### config.mk
export PLATFORM = sky130hd
export DESIGN_NAME = fsm_slave_state
export DESIGN_NICKNAME = d
export VERILOG_FILES = /design/src/core/fsm_axil_slave.v /design/src/core/fsm_slave_state.v
export VERILOG_INCLUDE_DIRS = /design/src /design/src/core
export SDC_FILE = /design/constraint.sdc
export NUM_CORES = 1
export LEC_CHECK = 0
export BUFFER_PORTS_ARGS = -buffer_cell sky130_fd_sc_hd__buf_4
export CORE_ASPECT_RATIO = 0.9
export CORE_MARGIN = 2
export CORE_UTILIZATION = 44
export CTS_BUF_LIST = sky130_fd_sc_hd__clkbuf_4
export DETAILED_ROUTE_END_ITERATION = 12
export PLACE_DENSITY_LB_ADDON = 0.1
export SYNTH_ARGS = -nofsm -noshare
export SYNTH_HDL_FRONTEND = slang
export SYNTH_SLANG_ARGS = --single-unit
export TNS_END_PERCENT = 1
### constraint.sdc
create_clock -name aclk -period 2.88 [get_ports aclk]
set_input_delay 0.144 -clock aclk [delete_from_list [all_inputs] [get_ports aclk]]
set_output_delay 0.144 -clock aclk [all_outputs]
set_load 0.005 [all_outputs]
### src/core/fsm_defs.vh
// Constants for the fieldbus slave state logic: offsets, fields, resets
`ifndef FSM_DEFS_VH
`define FSM_DEFS_VH
// Register byte offsets
`define FSM_OFF_CTRL      12'h000
`define FSM_OFF_STATUS    12'h004
`define FSM_OFF_PARAM     12'h008
`define FSM_OFF_CFG       12'h00c
`define FSM_OFF_MAPWR     12'h010
`define FSM_OFF_MAPCNT    12'h014
`define FSM_OFF_ACTIVE    12'h018
// Communication state codes
`define FSM_ST_INIT       4'h1
`define FSM_ST_PREOP      4'h2
`define FSM_ST_SAFEOP     4'h4
`define FSM_ST_OP         4'h8
// Parameter fields and reset values
`define FSM_BUS_SEL_BIT   0
`define FSM_NODE_LSB      8
`define FSM_NODE_W        7
`define FSM_BUS_SEL_RST   1'h1
`define FSM_NODE_RST      7'h01
// Configuration register bits
`define FSM_CFG_ADDR      0
`define FSM_CFG_SM0       1
`define FSM_CFG_SM1       2
`define FSM_CFG_DCINIT    3
`define FSM_CFG_SM2       4
`define FSM_CFG_SM3       5
`define FSM_CFG_FMMU      6
`define FSM_CFG_DCREQ     7
`define FSM_CFG_DCOK      8
`define FSM_CFG_MAPOK     9
// Error codes
`define FSM_ERR_NONE      4'h0
`define FSM_ERR_MBX       4'h1
`define FSM_ERR_PD        4'h2
`define FSM_ERR_DC        4'h3
`define FSM_ERR_TRANS     4'h4
`define FSM_ERR_OUTDATA   4'h5
`endif

### src/core/fsm_axil_slave.v
// AXI4-Lite register port for the fieldbus slave state logic
`timescale 1ns/1ps
module fsm_axil_slave (
  // Clock and reset
  input  wire        aclk,
  input  wire        aresetn,
  // AXI4-Lite
  input  wire [11:0] s_axi_awaddr,
  input  wire        s_axi_awvalid,
  output wire        s_axi_awready,
  input  wire [31:0] s_axi_wdata,
  input  wire [3:0]  s_axi_wstrb,
  input  wire        s_axi_wvalid,
  output wire        s_axi_wready,
  output reg  [1:0]  s_axi_bresp,
  output reg         s_axi_bvalid,
  input  wire        s_axi_bready,
  input  wire [11:0] s_axi_araddr,
  input  wire        s_axi_arvalid,
  output wire        s_axi_arready,
  output reg  [31:0] s_axi_rdata,
  output reg  [1:0]  s_axi_rresp,
  output reg         s_axi_rvalid,
  input  wire        s_axi_rready,
  // Register side
  output reg         wr_stb,
  output reg  [11:0] wr_addr,
  output reg  [31:0] wr_data,
  output reg  [3:0]  wr_strb,
  input  wire        wr_err,
  output wire [11:0] rd_addr,
  input  wire [31:0] rd_data,
  input  wire        rd_err
);
  reg        aw_q;
  reg        w_q;
  reg [11:0] awa_q;
  reg [31:0] wd_q;
  reg [3:0]  ws_q;

  // Each channel is held until taken; response waits for both halves
  assign s_axi_awready = aresetn & ~aw_q & ~s_axi_bvalid & ~wr_stb;
  assign s_axi_wready  = aresetn & ~w_q & ~s_axi_bvalid & ~wr_stb;
  assign s_axi_arready = aresetn & ~s_axi_rvalid;
  assign rd_addr       = s_axi_araddr;

  // Write path: capture address and data in any order, then strobe
  always @(posedge aclk) begin
    if (!aresetn) begin
      aw_q         <= 1'b0;
      w_q          <= 1'b0;
      awa_q        <= 12'h000;
      wd_q         <= 32'h0000_0000;
      ws_q         <= 4'h0;
      wr_stb       <= 1'b0;
      wr_addr      <= 12'h000;
      wr_data      <= 32'h0000_0000;
      wr_strb      <= 4'h0;
      s_axi_bvalid <= 1'b0;
      s_axi_bresp  <= 2'b00;
    end else begin
      wr_stb <= 1'b0;
      if (s_axi_awvalid && s_axi_awready) begin
        aw_q  <= 1'b1;
        awa_q <= s_axi_awaddr;
      end
      if (s_axi_wvalid && s_axi_wready) begin
        w_q  <= 1'b1;
        wd_q <= s_axi_wdata;
        ws_q <= s_axi_wstrb;
      end
      if (aw_q && w_q) begin
        aw_q    <= 1'b0;
        w_q     <= 1'b0;
        wr_stb  <= 1'b1;
        wr_addr <= awa_q;
        wr_data <= wd_q;
        wr_strb <= ws_q;
      end
      if (wr_stb) begin
        s_axi_bvalid <= 1'b1;
        s_axi_bresp  <= wr_err ? 2'b10 : 2'b00;
      end else if (s_axi_bvalid && s_axi_bready) begin
        s_axi_bvalid <= 1'b0;
      end
    end
  end

  // Read path: data registered on the cycle after the address is taken
  always @(posedge aclk) begin
    if (!aresetn) begin
      s_axi_rvalid <= 1'b0;
      s_axi_rdata  <= 32'h0000_0000;
      s_axi_rresp  <= 2'b00;
    end else if (s_axi_arvalid && s_axi_arready) begin
      s_axi_rvalid <= 1'b1;
      s_axi_rdata  <= rd_data;
      s_axi_rresp  <= rd_err ? 2'b10 : 2'b00;
    end else if (s_axi_rvalid && s_axi_rready) begin
      s_axi_rvalid <= 1'b0;
    end
  end
endmodule

### src/core/fsm_slave_state.v
// Fieldbus slave communication state machine with register access
//
// Function
// - Bus select 0 disables the fieldbus, 1 (default) enables it, applied at restart.
// - Node number takes 0 to 127, defaults to 1, and applies only at restart.
// - The state only changes when the master requests a new state.
// - Init offers neither mailbox nor cyclic process data exchange.
// - Init to Pre-Op completes only if the mailbox channels are set up correctly.
// - Pre-Op serves the mailbox but no cyclic process data.
// - Pre-Op to Safe-Op checks process data channels and, if needed, clock settings.
// - Safe-Op delivers inputs but does not act on outputs.
// - Operational exchanges process data in both directions.
// - Each cycle exchanges the entries selected by the current mapping.
// - Mailbox transfers may read or write any dictionary entry.
// - Channels 0/1 carry mailbox out/in, channels 2/3 process data out/in.
// - Mapping and assignment entries are writable only in Pre-Op.
//
// Register map, one 32-bit word each
//   0x000 control: [3:0] requested state, a write is a request
//   0x004 status: [3:0] state, [7:4] error code, [8] error flag
//   0x008 stored parameters: [0] bus select, [14:8] node number
//   0x00c configuration done by the master, one bit per item
//   0x010 process data mapping, writable in Pre-Op only
//   0x014 counters: [15:0] exchange cycles, [31:16] refused mapping writes
//   0x018 active parameters, same layout as the stored ones
// Configuration bits
//   0 station address, 1 and 2 mailbox channels, 3 clock sync init
//   4 and 5 process data channels, 6 mapping units
//   7 clock settings required, 8 clock settings good, 9 mapping good
// State codes are one-hot: 1 Init, 2 Pre-Op, 4 Safe-Op, 8 Operational
// Moves that may complete
//   Init to Pre-Op, Pre-Op to Safe-Op, Safe-Op to Operational
//   Safe-Op or Operational back to Pre-Op, Operational to Safe-Op
//   any state back to Init, which needs no check
// Error codes in the status word
//   1 station address, mailbox channels or clock sync init not set up
//   2 process data channels, mapping units or mapping not set up
//   3 clock settings required but not good
//   4 illegal code or move, or the same state again other than Init
//   5 no valid output data when Operational is requested
// A successful move clears the error flag and code; a failed one
// leaves the state alone so the master can read why and retry.
// Limitations
//   Stored parameters survive aresetn, which stands for a restart;
//   only power-up brings back their defaults.
//   A cleared bus select holds the state in Init and ignores requests,
//   so a master cannot raise an error flag while the bus is off.
//   The mapping is a single word here; its contents are opaque.
//   Mailbox and process data payloads live outside this block; it
//   only opens and closes the channels and marks each cycle.
//   The cycle strobe follows a tick by one edge while inputs are open.
//
// Register access over AXI4-Lite and the register offsets were decided locally.
`timescale 1ns/1ps
`include "fsm_defs.vh"
module fsm_slave_state #(
  parameter MAP_W = 16
) (
  // Clock and reset
  input  wire             aclk,
  input  wire             aresetn,
  // AXI4-Lite
  input  wire [11:0]      s_axi_awaddr,
  input  wire             s_axi_awvalid,
  output wire             s_axi_awready,
  input  wire [31:0]      s_axi_wdata,
  input  wire [3:0]       s_axi_wstrb,
  input  wire             s_axi_wvalid,
  output wire             s_axi_wready,
  output wire [1:0]       s_axi_bresp,
  output wire             s_axi_bvalid,
  input  wire             s_axi_bready,
  input  wire [11:0]      s_axi_araddr,
  input  wire             s_axi_arvalid,
  output wire             s_axi_arready,
  output wire [31:0]      s_axi_rdata,
  output wire [1:0]       s_axi_rresp,
  output wire             s_axi_rvalid,
  input  wire             s_axi_rready,
  // Cyclic exchange and mailbox gating
  input  wire             cycle_tick,
  input  wire             out_data_valid,
  output reg              bus_enabled,
  output reg  [6:0]       node_number,
  output reg              mbx_out_en,
  output reg              mbx_in_en,
  output reg              pd_in_en,
  output reg              pd_out_en,
  output reg              pd_cycle_stb,
  output reg  [MAP_W-1:0] pd_map_sel,
  output reg  [3:0]       comm_state
);
  wire        wr_stb;
  wire [11:0] wr_addr;
  wire [31:0] wr_data;
  wire [3:0]  wr_strb;
  wire [11:0] rd_addr;
  reg  [31:0] rd_data;
  reg         rd_err;
  reg         wr_err;

  reg  [3:0]       state_q;
  reg  [3:0]       req_q;
  reg  [3:0]       err_code_q;
  reg              err_flag_q;
  // Retained store: keeps its value through aresetn, defaults at power-up
  reg              bus_sel_q = `FSM_BUS_SEL_RST;
  reg  [6:0]       node_q    = `FSM_NODE_RST;
  reg  [9:0]       cfg_q;
  reg  [MAP_W-1:0] map_q;
  reg  [15:0]      map_rej_q;
  reg  [15:0]      cycle_cnt_q;
  reg              restart_q;

  // Bus slave
  fsm_axil_slave u_bus (
    .aclk          (aclk),
    .aresetn       (aresetn),
    .s_axi_awaddr  (s_axi_awaddr),
    .s_axi_awvalid (s_axi_awvalid),
    .s_axi_awready (s_axi_awready),
    .s_axi_wdata   (s_axi_wdata),
    .s_axi_wstrb   (s_axi_wstrb),
    .s_axi_wvalid  (s_axi_wvalid),
    .s_axi_wready  (s_axi_wready),
    .s_axi_bresp   (s_axi_bresp),
    .s_axi_bvalid  (s_axi_bvalid),
    .s_axi_bready  (s_axi_bready),
    .s_axi_araddr  (s_axi_araddr),
    .s_axi_arvalid (s_axi_arvalid),
    .s_axi_arready (s_axi_arready),
    .s_axi_rdata   (s_axi_rdata),
    .s_axi_rresp   (s_axi_rresp),
    .s_axi_rvalid  (s_axi_rvalid),
    .s_axi_rready  (s_axi_rready),
    .wr_stb        (wr_stb),
    .wr_addr       (wr_addr),
    .wr_data       (wr_data),
    .wr_strb       (wr_strb),
    .wr_err        (wr_err),
    .rd_addr       (rd_addr),
    .rd_data       (rd_data),
    .rd_err        (rd_err)
  );

  // True when the code is one of the four legal states
  function legal_state;
    input [3:0] s;
    begin
      legal_state = (s == `FSM_ST_INIT) || (s == `FSM_ST_PREOP) ||
                    (s == `FSM_ST_SAFEOP) || (s == `FSM_ST_OP);
    end
  endfunction

  // Error code for a requested move, or none when it may complete
  function [3:0] check_move;
    input [3:0] cur;
    input [3:0] req;
    input [9:0] cfg;
    input       outv;
    begin
      check_move = `FSM_ERR_NONE;
      if (req == `FSM_ST_INIT) begin
        check_move = `FSM_ERR_NONE;
      end else if (cur == `FSM_ST_INIT && req == `FSM_ST_PREOP) begin
        if (!(cfg[`FSM_CFG_ADDR] && cfg[`FSM_CFG_SM0] &&
              cfg[`FSM_CFG_SM1] && cfg[`FSM_CFG_DCINIT]))
          check_move = `FSM_ERR_MBX;
      end else if (cur == `FSM_ST_PREOP && req == `FSM_ST_SAFEOP) begin
        if (!(cfg[`FSM_CFG_SM2] && cfg[`FSM_CFG_SM3] &&
              cfg[`FSM_CFG_FMMU] && cfg[`FSM_CFG_MAPOK]))
          check_move = `FSM_ERR_PD;
        else if (cfg[`FSM_CFG_DCREQ] && !cfg[`FSM_CFG_DCOK])
          check_move = `FSM_ERR_DC;
      end else if (cur == `FSM_ST_SAFEOP && req == `FSM_ST_OP) begin
        if (!outv)
          check_move = `FSM_ERR_OUTDATA;
      end else if (cur == `FSM_ST_SAFEOP && req == `FSM_ST_PREOP) begin
        check_move = `FSM_ERR_NONE;
      end else if (cur == `FSM_ST_OP &&
                   (req == `FSM_ST_SAFEOP || req == `FSM_ST_PREOP)) begin
        check_move = `FSM_ERR_NONE;
      end else begin
        check_move = `FSM_ERR_TRANS;
      end
    end
  endfunction

  // Byte-lane merge for partial writes
  function [31:0] merge;
    input [31:0] old;
    input [31:0] nw;
    input [3:0]  stb;
    integer i;
    begin
      merge = old;
      for (i = 0; i < 4; i = i + 1)
        if (stb[i])
          merge[i*8 +: 8] = nw[i*8 +: 8];
    end
  endfunction

  wire [31:0] param_w = merge({16'h0000, 1'b0, node_q, 7'h00, bus_sel_q},
                              wr_data, wr_strb);
  wire [31:0] cfg_w   = merge({22'h000000, cfg_q}, wr_data, wr_strb);
  wire [31:0] map_w   = merge({{(32-MAP_W){1'b0}}, map_q}, wr_data, wr_strb);
  wire        wr_ctrl = wr_stb && wr_addr == `FSM_OFF_CTRL;
  wire        wr_map  = wr_stb && wr_addr == `FSM_OFF_MAPWR;
  wire        map_ok  = state_q == `FSM_ST_PREOP;

  // Write decode errors: unmapped offsets, read-only registers and mapping writes outside Pre-Op
  always @* begin
    wr_err = 1'b0;
    case (wr_addr)
      `FSM_OFF_CTRL, `FSM_OFF_PARAM, `FSM_OFF_CFG: wr_err = 1'b0;
      `FSM_OFF_MAPWR: wr_err = !map_ok;
      default: wr_err = 1'b1;
    endcase
  end

  // Stored parameters and configuration; parameters wait for restart
  always @(posedge aclk) begin
    if (!aresetn) begin
      cfg_q     <= 10'h000;
      map_q     <= {MAP_W{1'b0}};
      map_rej_q <= 16'h0000;
      req_q     <= `FSM_ST_INIT;
    end else if (wr_stb) begin
      case (wr_addr)
        `FSM_OFF_PARAM: begin
          bus_sel_q <= param_w[`FSM_BUS_SEL_BIT];
          node_q    <= param_w[`FSM_NODE_LSB +: `FSM_NODE_W];
        end
        `FSM_OFF_CFG: cfg_q <= cfg_w[9:0];
        `FSM_OFF_MAPWR: begin
          if (map_ok)
            map_q <= map_w[MAP_W-1:0];
          else
            map_rej_q <= map_rej_q + 16'h0001;
        end
        `FSM_OFF_CTRL: req_q <= wr_data[3:0];
        default: req_q <= req_q;
      endcase
    end
  end

  // Restart latch: stored parameters become active at reset release only
  always @(posedge aclk) begin
    if (!aresetn) begin
      restart_q   <= 1'b1;
      bus_enabled <= `FSM_BUS_SEL_RST;
      node_number <= `FSM_NODE_RST;
    end else begin
      restart_q <= 1'b0;
      if (restart_q) begin
        bus_enabled <= bus_sel_q;
        node_number <= node_q;
      end
    end
  end

  // Communication states move only on a master request
  always @(posedge aclk) begin
    if (!aresetn) begin
      state_q    <= `FSM_ST_INIT;
      err_flag_q <= 1'b0;
      err_code_q <= `FSM_ERR_NONE;
    end else if (!bus_enabled) begin
      state_q <= `FSM_ST_INIT; // Fieldbus off: stay idle
    end else if (wr_ctrl) begin
      if (!legal_state(wr_data[3:0]) ||
          check_move(state_q, wr_data[3:0], cfg_q, out_data_valid)
            != `FSM_ERR_NONE) begin
        err_flag_q <= 1'b1;
        err_code_q <= legal_state(wr_data[3:0]) ?
                      check_move(state_q, wr_data[3:0], cfg_q,
                                 out_data_valid) : `FSM_ERR_TRANS;
      end else begin
        state_q    <= wr_data[3:0];
        err_flag_q <= 1'b0;
        err_code_q <= `FSM_ERR_NONE;
      end
    end
  end

  // Service gating per state; channel roles are fixed per number
  always @(posedge aclk) begin
    if (!aresetn) begin
      mbx_out_en <= 1'b0;
      mbx_in_en  <= 1'b0;
      pd_in_en   <= 1'b0;
      pd_out_en  <= 1'b0;
      comm_state <= `FSM_ST_INIT;
    end else begin
      comm_state <= state_q;
      mbx_out_en <= state_q != `FSM_ST_INIT;
      mbx_in_en  <= state_q != `FSM_ST_INIT;
      pd_in_en   <= state_q == `FSM_ST_SAFEOP ||
                    state_q == `FSM_ST_OP;
      pd_out_en  <= state_q == `FSM_ST_OP;
    end
  end

  // Cyclic exchange strobe carries the current mapping selection
  always @(posedge aclk) begin
    if (!aresetn) begin
      pd_cycle_stb <= 1'b0;
      pd_map_sel   <= {MAP_W{1'b0}};
      cycle_cnt_q  <= 16'h0000;
    end else begin
      pd_cycle_stb <= cycle_tick && pd_in_en;
      if (cycle_tick && pd_in_en) begin
        pd_map_sel  <= map_q;
        cycle_cnt_q <= cycle_cnt_q + 16'h0001;
      end
    end
  end

  // Read mux; unmapped offsets answer SLVERR with zero data
  always @* begin
    rd_data = 32'h0000_0000;
    rd_err  = 1'b0;
    case (rd_addr)
      `FSM_OFF_CTRL:   rd_data = {28'h0000000, req_q};
      `FSM_OFF_STATUS: rd_data = {23'h000000, err_flag_q, err_code_q,
                                  state_q};
      `FSM_OFF_PARAM:  rd_data = {16'h0000, 1'b0, node_q, 7'h00, bus_sel_q};
      `FSM_OFF_CFG:    rd_data = {22'h000000, cfg_q};
      `FSM_OFF_MAPWR:  rd_data = {{(32-MAP_W){1'b0}}, map_q};
      `FSM_OFF_MAPCNT: rd_data = {map_rej_q, cycle_cnt_q};
      `FSM_OFF_ACTIVE: rd_data = {16'h0000, 1'b0, node_number, 7'h00,
                                  bus_enabled};
      default:         rd_err  = 1'b1;
    endcase
  end
endmodule

==> impl_metrics.csv, run 1 <==
group,metric,value,unit
pwr,power,5700,uW
floorplanning,io_pins,143,
sta,grt_setup_unrepaired,"no",
job,max_cap_violations,0,
synthesis,synth-edff-count,8,
min_path,hp-start,"s_axi_araddr[9]",
grt,grt_pass1_vias,6286,
sta,clock_skew,25.4,ps
detailed_routing,wirelength,20.1,mm
clocking,cts_tree,"done",
clocking,cts_buffers,53,
clocking,htree_levels,2,
min_path,hold_depth,5,
synthesis,ys_types,60,
detailed_routing,drt-pass1-iter-count,4,
place,portBuffers,122,
detailed_routing,drcViolationCount,0,
setup_path,cpPeakStageDelay,510,ps
synthesis,synth-seq-area-share,52.4,%
pwr,p_leak,0.00422,uW
floorplanning,initial_utilization,44.7,%
setup_path,crit_slowest_cell,"dfxtp_1",
finish,fill_cells,1670,
synthesis,synth.area.top_cells,"dfxtp_1, a22o_1, nand2_1, mux2i_1, a21oi_1",
detailed_routing,routedWlPerCell,15.3,um
floorplanning,fp-row-count,47,
synthesis,yosys_warnings,0,
finish,final_nets,1106,
floorplanning,die_h,133,um
sta,post-route-period-util,74.4,%
setup_path,timing.rr.end,"state_q[0]",
sta,slew_violations,0,
setup_path,critPathLaunchType,"flip-flop",
detailed_routing,avgViaCountPerCell,5.04,
setup_path,timing.reg2reg.setup_slack,740,ps
synthesis,syn_area,8180,um2
sta,timing.hold.ws,91.5,ps
place,dp_hpwl,13.7,mm
clocking,clockRootBuffer,"clkbuf_4",
grt,track_usage,20.5,%
setup_path,critical_path_class,"flip-flop to flip-flop",
place,place_congestion,0.841,
setup_path,worstRegToRegCells,6,
clocking,clkSlewWorstSetupHoldPaths,60,ps
finish,drive_gt1_share,22.5,%
clocking,clk_latency,650,ps
grt,grt-ovfl-total,0,
pwr,ir_drop,0.000274,V
synthesis,synthFlopType,"dfxtp_1",
sta,max_slew.worst_pin.slew,814,ps
pwr,pwr_density_cell,555,nW/um2
finish,area_growth,25.6,%
synthesis,yosysMostFrequentCell,"dfxtp_1",
setup_path,path_max_fanout,8,
sta,finalHoldViolCount,0,
clocking,ctsResizeCount,0,
setup_path,critPathArrivalTime,2670,ps
sta,setup-tns-final,0,ps
grt,grt_max_degree,127,
detailed_routing,postRouteAntennaNets,0,
min_path,whs_endpoint,"u_bus.s_axi_rresp[1]",
synthesis,synthTopCellsByCount,"dfxtp_1, nand2_1, nor2_1",
grt,antenna_found_initial,1,
synthesis,synthCells,867,
sta,max_slew_margin,45.6,%
run_status,status,"finished, final reports clean",
synthesis,async_flop_share,0,%
synthesis,synth_top_area_share,49.5,%
floorplanning,die_w,148,um
clocking,cts_num_sinks,210,
sta,finalSetupViolations,0,
synthesis,syn_avg_cell_area,9.43,um2
floorplanning,dieArea,19700,um2
synthesis,ys_ff_latch,210,
synthesis,synth_largest_area_cell,"dfxtp_1",
setup_path,crit_path_end_kind,"flip-flop",
floorplanning,core,18300,um2
detailed_routing,drtIter0Drc,323,
setup_path,worstPathRequired,3400,ps
min_path,hold_class,"input port to flip-flop",
clocking,clockBufferDepth,3,
sta,min_period,2140,ps
detailed_routing,dr_total_vias,6639,
setup_path,r2r_start,"state_q[0]",
setup_path,cp_cell_sequence,"nor4b_2 > and4_1 > a31oi_1 > a211o_1 > nor4_1 > a21oi_1",
finish,post-route-util,56.2,%
grt,grt_pass1_wl,32.8,mm
sta,max_freq,467,MHz
[metrics by stage]
| step | setup WS [ps] | std cells | cell area, um2 |
|---|---|---|---|
| floorplan | 1120 | 868 | 8180 |
| global placement | 661 | 1188 | 9240 |
| detailed placement | 661 | 1188 | 9240 |
| CTS | 731 | 1317 | 10300 |
| global route | 523 | 1318 | 10300 |
| finish | 737 | 1318 | 10300 |
[registers in the layout (all words and copies together), names as in the netlist, 7 cells and up]
name,flops
node_number,7
u_bus.wr_data,16
pd_map_sel,16
map_q,16
u_bus.s_axi_rdata,32
cycle_cnt_q,16
u_bus.wd_q,16
node_q,7
u_bus.awa_q,12
map_rej_q,16
u_bus.wr_addr,12
cfg_q,10
[cells by family after synthesis]
family / count (synthesis) / synth area share (%)
AND/OR/NAND/NOR: 323 / 18.5
XOR/XNOR: 24 / 2.57
other: 1 / 0.0459
flip-flops: 210 / 52.4
multiplexers: 51 / 6.81
buffers and inverters: 66 / 3.49
adder cells (fa/ha/maj): 2 / 0.306
AO/OA/AOI/OAI: 190 / 15.8
[report_power, final]
group	switching (uW)	total, uW	leakage [uW]	internal (uW)
sequential	24.7	2980	0.00172	2950
clock	1140	2440	0.000406	1300
combinational	148	284	0.00209	136
[critical path: cells and delay by family (launching register included)]
family,cells,cell delay [ps]
AO/OA/AOI/OAI,3,570
flip-flops,1,510
AND/OR/NAND/NOR,3,950
[final cells by class]
class                           count  area (um2)  area share (%)
Sequential cell                   210        4280            41.7
Tap cell                          245         307            2.98
Clock inverter                      9        37.5           0.365
Antenna cell                        1        2.50          0.0244
Timing Repair Buffer              167        1360            13.2
Inverter                           11        42.5           0.414
Multi-Input combinational cell    592        3620            35.2
Clock buffer                       83         623            6.07
[how the worst max path moves through the flow]
stage,depth (start not counted),to,start,slack (ps)
finish,6,state_q[0],state_q[0],740
floorplan,7,state_q[0],u_bus.wr_data[0],1120
detailed placement,6,u_bus.s_axi_rdata[23],s_axi_araddr[10],660
CTS,6,state_q[1],state_q[1],730
global route,6,state_q[1],state_q[3],520
global placement,6,u_bus.s_axi_rdata[25],s_axi_araddr[10],660
[metal layers]
metal | vias up | share of wire [%] | global-route usage, %
met5 | - | 0 | 0
met1 | 3052 | 53 | 30.9
li1 | 3402 | - | -
met3 | 25 | 5.1 | 5.07
met4 | 0 | 1.2 | 4.97
met2 | 160 | 41 | 29.5
[placed cells by master, fill, tap and decap left out, drive strengths merged, types with 4 or more instances in the layout]
master and count:
dfxtp 202, nand2 149, buf 130, clkbuf 83
nor2 79, a21oi 74, a22o 64, mux2i 41
dlygate4sd3 37, o21ai 27, nand4 16, xor2 14
and2 12, inv 11, nand3 10, xnor2 10
clkinv 9, nor3 8, or3 8, a22oi 8
edfxtp 8, mux2 7, nand2b 6, nor4b 6
nor2b 5, and3 4, and4b 4, nor4 4
[repair_timing]
action                    CTS  global route
hold buffers               37             0
hold endpoints to repair   48             0
setup buffers               0             0
Power figures use the tool's default switching activity.
==> run 2: changes to the inputs <==
Clock period 2.88 ns to 1.7 ns, I/O delays scaled along.
==> impl_metrics.csv, run 2 (same netlist as run 1, synthesis figures left out) <==
group,metric,value,unit
run_status,status,"finished, violations left",
run_status,failed_checks,"negative setup slack",
sta,max_freq,552,MHz
sta,setup_slack,-111,ps
grt,use_met3,4.25,%
clocking,clockBufferDepth,3,
floorplanning,dieArea,19700,um2
finish,fill_cells,1588,
finish,top_register,"u_bus.s_axi_rdata",
place,dp_hpwl,14.8,mm
floorplanning,die_w,148,um
sta,finalSetupViolations,23,
sta,grt_setup_unrepaired,"yes",
setup_path,cp_cell_sequence,"or4b_4 > buf_4 > nand4_1 > buf_4 > xnor2_1 > nor2_1",
pwr,ir_drop,0.000485,V
grt,antenna_found_initial,0,
setup_path,path_max_fanout,6,
sta,max_slew.worst_pin.slew,509,ps
finish,diodes,0,
place,pre_cts_ws,-215,ps
setup_path,critPathTopFamily,"simple AND/OR/NAND/NOR gates",
clocking,cts_tree,"done",
setup_path,critPathLaunchType,"flip-flop",
detailed_routing,drtIter0Drc,317,
detailed_routing,drcViolationCount,0,
clocking,clockRootBuffer,"clkbuf_4",
finish,largest_register_ffs,32,
floorplanning,io_pins,143,
sta,finalHoldViolCount,0,
setup_path,crit_path_end_kind,"flip-flop",
sta,slew_violations,0,
detailed_routing,drt-pass1-iter-count,5,
place,place_congestion,0.858,
pwr,p_leak,0.00475,uW
finish,drive_gt1_share,30.4,%
setup_path,crit_slowest_cell,"or4b_4",
setup_path,crit_top_cell,"buf_4",
sta,min_period,1810,ps
floorplanning,core,18300,um2
finish,layout_commonest_cell,"buf_4",
sta,max_slew_margin,66.1,%
detailed_routing,wirelength,21.5,mm
grt,grt-ovfl-total,0,
finish,final_cell_mix,"buf_4, dfxtp_1, nand2_1, clkbuf_4, a21oi_1",
setup_path,path_buf_inv,2,
detailed_routing,routedWlPerCell,15.3,um
setup_path,critical_path_class,"flip-flop to flip-flop",
clocking,clk_latency,660,ps
floorplanning,initial_utilization,44.7,%
sta,post-route-period-util,107,%
setup_path,cpPeakStageDelay,590,ps
place,portBuffers,122,
detailed_routing,dr_total_vias,7051,
finish,multi_input_area,3760,um2
sta,clock_skew,43.9,ps
pwr,pwr_density_cell,870,nW/um2
floorplanning,die_h,133,um
grt,grt_pass1_vias,6647,
setup_path,worstPathRequired,2200,ps
clocking,cts_buffers,54,
grt,grt_pass1_wl,34.9,mm
min_path,hold_class,"input port to flip-flop",
job,max_cap_violations,0,
grt,met2_usage,32.0,%
detailed_routing,postRouteAntennaNets,0,
setup_path,critPathArrivalTime,2310,ps
sta,timing.hold.ws,80.1,ps
finish,area_growth,37.2,%
finish,regArea,4300,um2
grt,track_usage,21.8,%
finish,final_nets,1197,
clocking,cts_num_sinks,210,
grt,grt_max_degree,62,
detailed_routing,avgViaCountPerCell,5.02,
clocking,htree_levels,2,
grt,grt_use_met1,32.3,%
floorplanning,fp-row-count,47,
clocking,clkSlewWorstSetupHoldPaths,60,ps
grt,grt_busiest_layer,"met1",
run 2: timing repair:
action | CTS | global route
pin swaps | 14 | 6
endpoints found under the setup margin | 67 | 58
endpoints found under the hold margin | 90 | 0
buffers inserted | 2 | 1
gates resized for setup | 29 | 15
hold buffers | 43 | 0
run 2: cell type report:
class                           count  share of cell area, %
Clock buffer                       85                   5.69
Clock inverter                      5                  0.167
Inverter                           11                  0.379
Multi-Input combinational cell    592                   33.5
Sequential cell                   210                   38.3
Tap cell                          245                   2.73
Timing Repair Buffer              257                   19.2
run 2: path summary, 6_finish.rpt:
kind | from | to | slack [ps] | cells past startpoint
setup / recovery | state_q[2] | map_rej_q[7] | -110 | 6
setup reg to reg | state_q[2] | map_rej_q[7] | -110 | 6
hold / removal | s_axi_araddr[9] | u_bus.s_axi_rresp[1] | 80 | 6
hold reg to reg | u_bus.wr_data[14] | node_q[6] | 450 | 0
run 2: report_power, final:
| part | leakage (uW) | internal, uW | switching [uW] | total (uW) |
|---|---|---|---|---|
| clock | 0.000402 | 2230 | 1930 | 4160 |
| sequential | 0.00173 | 4990 | 42.3 | 5040 |
| combinational | 0.00262 | 287 | 271 | 557 |
| total | 0.00475 | 7510 | 2250 | 9760 |
run 2: tightest hold or removal path, cell delays in order:
cell     delay (ps)
buf_4            80
nor3_1           30
nand4_1         180
a31oi_4          60
buf_12          150
nor2_1           90
run 2: routing by layer:
layer	vias up	share of wire [%]
met5	-	0
met4	0	1.4
met3	31	5.3
met2	183	42
met1	3238	51
li1	3599	-
run 2: metrics by stage:
step	utilization, %	cells	total power [uW]	area (um2)	TNS [ps]
floorplan	-	868	5380	8220	-114
global placement	54.4	1270	5620	9950	-6870
detailed placement	54.4	1270	5620	9950	-9990
CTS	61.0	1404	9890	11200	-1230
global route	61.3	1405	10200	11200	-4650
finish	61.3	1405	9760	11200	-1130
==> run 3: changes to the inputs <==
Settings changed: CELL_PAD_IN_SITES_DETAIL_PLACEMENT set to 1, CELL_PAD_IN_SITES_GLOBAL_PLACEMENT set to 2, CORE_UTILIZATION 44 to 32.
==> impl_metrics.csv, run 3 (same netlist as run 1, synthesis figures left out) <==
group,metric,value,unit
finish,area_growth,42.6,%
pwr,pwr_density_cell,882,nW/um2
setup_path,worstSetupStartpoint,"state_q[3]",
setup_path,critPathLaunchType,"flip-flop",
place,place_congestion,0.802,
pwr,ir_drop,0.000389,V
clocking,cts_num_sinks,210,
clocking,clkSlewWorstSetupHoldPaths,60,ps
setup_path,path_buf_inv,1,
sta,setup_slack,-178,ps
detailed_routing,routedWlPerCell,16.4,um
sta,max_freq,533,MHz
sta,post-route-period-util,110,%
finish,final_cell_mix,"buf_4, dfxtp_1, nand2_1, clkbuf_4, nor2_1",
setup_path,cpPeakStageDelay,340,ps
grt,grt_pass1_vias,7493,
detailed_routing,dr_total_vias,7325,
sta,clock_skew,21.7,ps
setup_path,timing.rr.end,"state_q[0]",
finish,top_register,"u_bus.s_axi_rdata",
floorplanning,dieArea,26800,um2
floorplanning,io_pins,143,
clocking,htree_levels,2,
setup_path,timing.reg2reg.setup_slack,-180,ps
grt,grt-ovfl-total,0,
sta,max_slew.worst_pin.slew,517,ps
finish,drive_gt1_share,32.2,%
setup_path,crit_path_end_kind,"flip-flop",
setup_path,worstSetupPathDepth,7,
sta,max_slew_margin,65.5,%
run_status,failed_checks,"negative setup slack",
floorplanning,die_w,172,um
floorplanning,fp-row-count,55,
grt,track_usage,19.0,%
setup_path,worstRegToRegCells,7,
setup_path,worstPathRequired,2240,ps
setup_path,critical_path_class,"flip-flop to flip-flop",
grt,antenna_found_initial,1,
setup_path,critPathArrivalTime,2420,ps
sta,timing.hold.ws,62.5,ps
setup_path,r2r_start,"state_q[3]",
detailed_routing,avgViaCountPerCell,4.77,
clocking,cts_tree,"done",
grt,grt_pass1_wl,40.3,mm
sta,finalSetupViolations,28,
sta,finalHoldViolCount,0,
place,portBuffers,122,
setup_path,cp_cell_sequence,"buf_6 > nor4b_4 > and4_4 > a31oi_4 > a211o_1 > nor4_1 > a21oi_1",
place,dp.cells,1381,
clocking,clockBufferDepth,3,
floorplanning,die_h,156,um
place,dp_hpwl,17.6,mm
finish,final_nets,1219,
clocking,clk_latency,660,ps
clocking,cts_buffers,59,
pwr,p_leak,0.00493,uW
floorplanning,initial_utilization,32.5,%
finish,largest_register_ffs,32,
detailed_routing,postRouteAntennaNets,0,
grt,grt_max_degree,89,
finish,layout_commonest_cell,"buf_4",
detailed_routing,drtIter0Drc,257,
setup_path,crit_slowest_cell,"dfxtp_2",
job,max_cap_violations,0,
sta,slew_violations,0,
setup_path,cp-endpoint,"state_q[0]",
detailed_routing,drcViolationCount,0,
run_status,status,"finished, violations left",
setup_path,critPathTopFamily,"simple AND/OR/NAND/NOR gates",
finish,fin_cells,1537,
setup_path,path_max_fanout,4,
floorplanning,core,25100,um2
detailed_routing,drt-pass1-iter-count,4,
min_path,hold_class,"input port to flip-flop",
finish,fill_cells,2908,
sta,grt_setup_unrepaired,"yes",
clocking,clockRootBuffer,"clkbuf_4",
detailed_routing,wirelength,25.2,mm
sta,min_period,1880,ps
==> run 3: cell types whose count changed in the layout (fill, tap and decap cells not counted), sizes merged <==
| cell | change |
|---|---|
| dlygate4sd3 | +1 |
| buf | +16 |
| diode | +1 |
| bufinv | +1 |
| clkbuf | +4 |
| clkinv | +12 |
==> run 3: power breakdown <==
part | internal (uW) | leakage [uW] | switching [uW] | total, uW
clock | 2520 | 0.000455 | 2140 | 4660
sequential | 5000 | 0.00173 | 42.3 | 5040
combinational | 290 | 0.00275 | 282 | 573
total | 7810 | 0.00493 | 2460 | 10300
==> run 3: metrics by stage <==
stage	setup TNS, ps	total power [uW]	setup WS (ps)	instance area (um2)	util [%]
5_1_grt	-8160	10800	-295	11700	46.4
4_1_cts	-2260	10500	-169	11600	46.2
3_3_place_gp	-4910	5620	-292	10200	40.6
3_5_place_dp	-6970	5630	-273	10200	40.6
6_report	-1780	10300	-178	11700	46.4
2_1_floorplan	-114	5380	-40.4	8220	-
==> run 3: repair_timing <==
| action | CTS | global route |
|---|---|---|
| resized for setup | 38 | 19 |
| endpoints found under the setup margin | 61 | 79 |
| endpoints found under the hold margin | 62 | 0 |
| buffers inserted | 4 | 0 |
| pin swaps | 22 | 12 |
| hold buffers | 44 | 0 |
==> run 3: per-layer routing <==
layer / wire, um / GRT usage [%]
met4: 416 / 4.92
met1: 12400 / 27.0
met3: 1380 / 3.93
met5: 0 / 0
met2: 11000 / 29.3
==> run 3: worst min-delay path by stage <==
stage	startpoint	endpoint	depth (start not counted)
global route	s_axi_araddr[7]	u_bus.s_axi_rdata[15]	7
detailed placement	s_axi_awaddr[8]	u_bus.awa_q[8]	3
floorplan	s_axi_wdata[0]	u_bus.wd_q[0]	2
finish	s_axi_araddr[7]	u_bus.s_axi_rdata[15]	7
CTS	s_axi_araddr[7]	u_bus.s_axi_rdata[15]	7
global placement	s_axi_awaddr[9]	u_bus.awa_q[9]	3
==> run 3: layout make-up <==
class / count / area, um2 / area share, %
tap: 342 / 428 / 3.67
inverter: 11 / 42.5 / 0.365
clock buffer: 89 / 668 / 5.73
antenna: 1 / 2.50 / 0.0215
clock inverter: 18 / 95.1 / 0.816
sequential: 210 / 4300 / 36.8
multi-input combinational: 592 / 3810 / 32.7
timing repair buffer: 274 / 2310 / 19.8
==> run 3: tightest hold or removal path: stages <==
cell and delay, ps:
buf_4 80, nor3_1 50, nand4_1 80, buf_4 140, a31oi_4 60, nand4_1 130
nand2_1 50
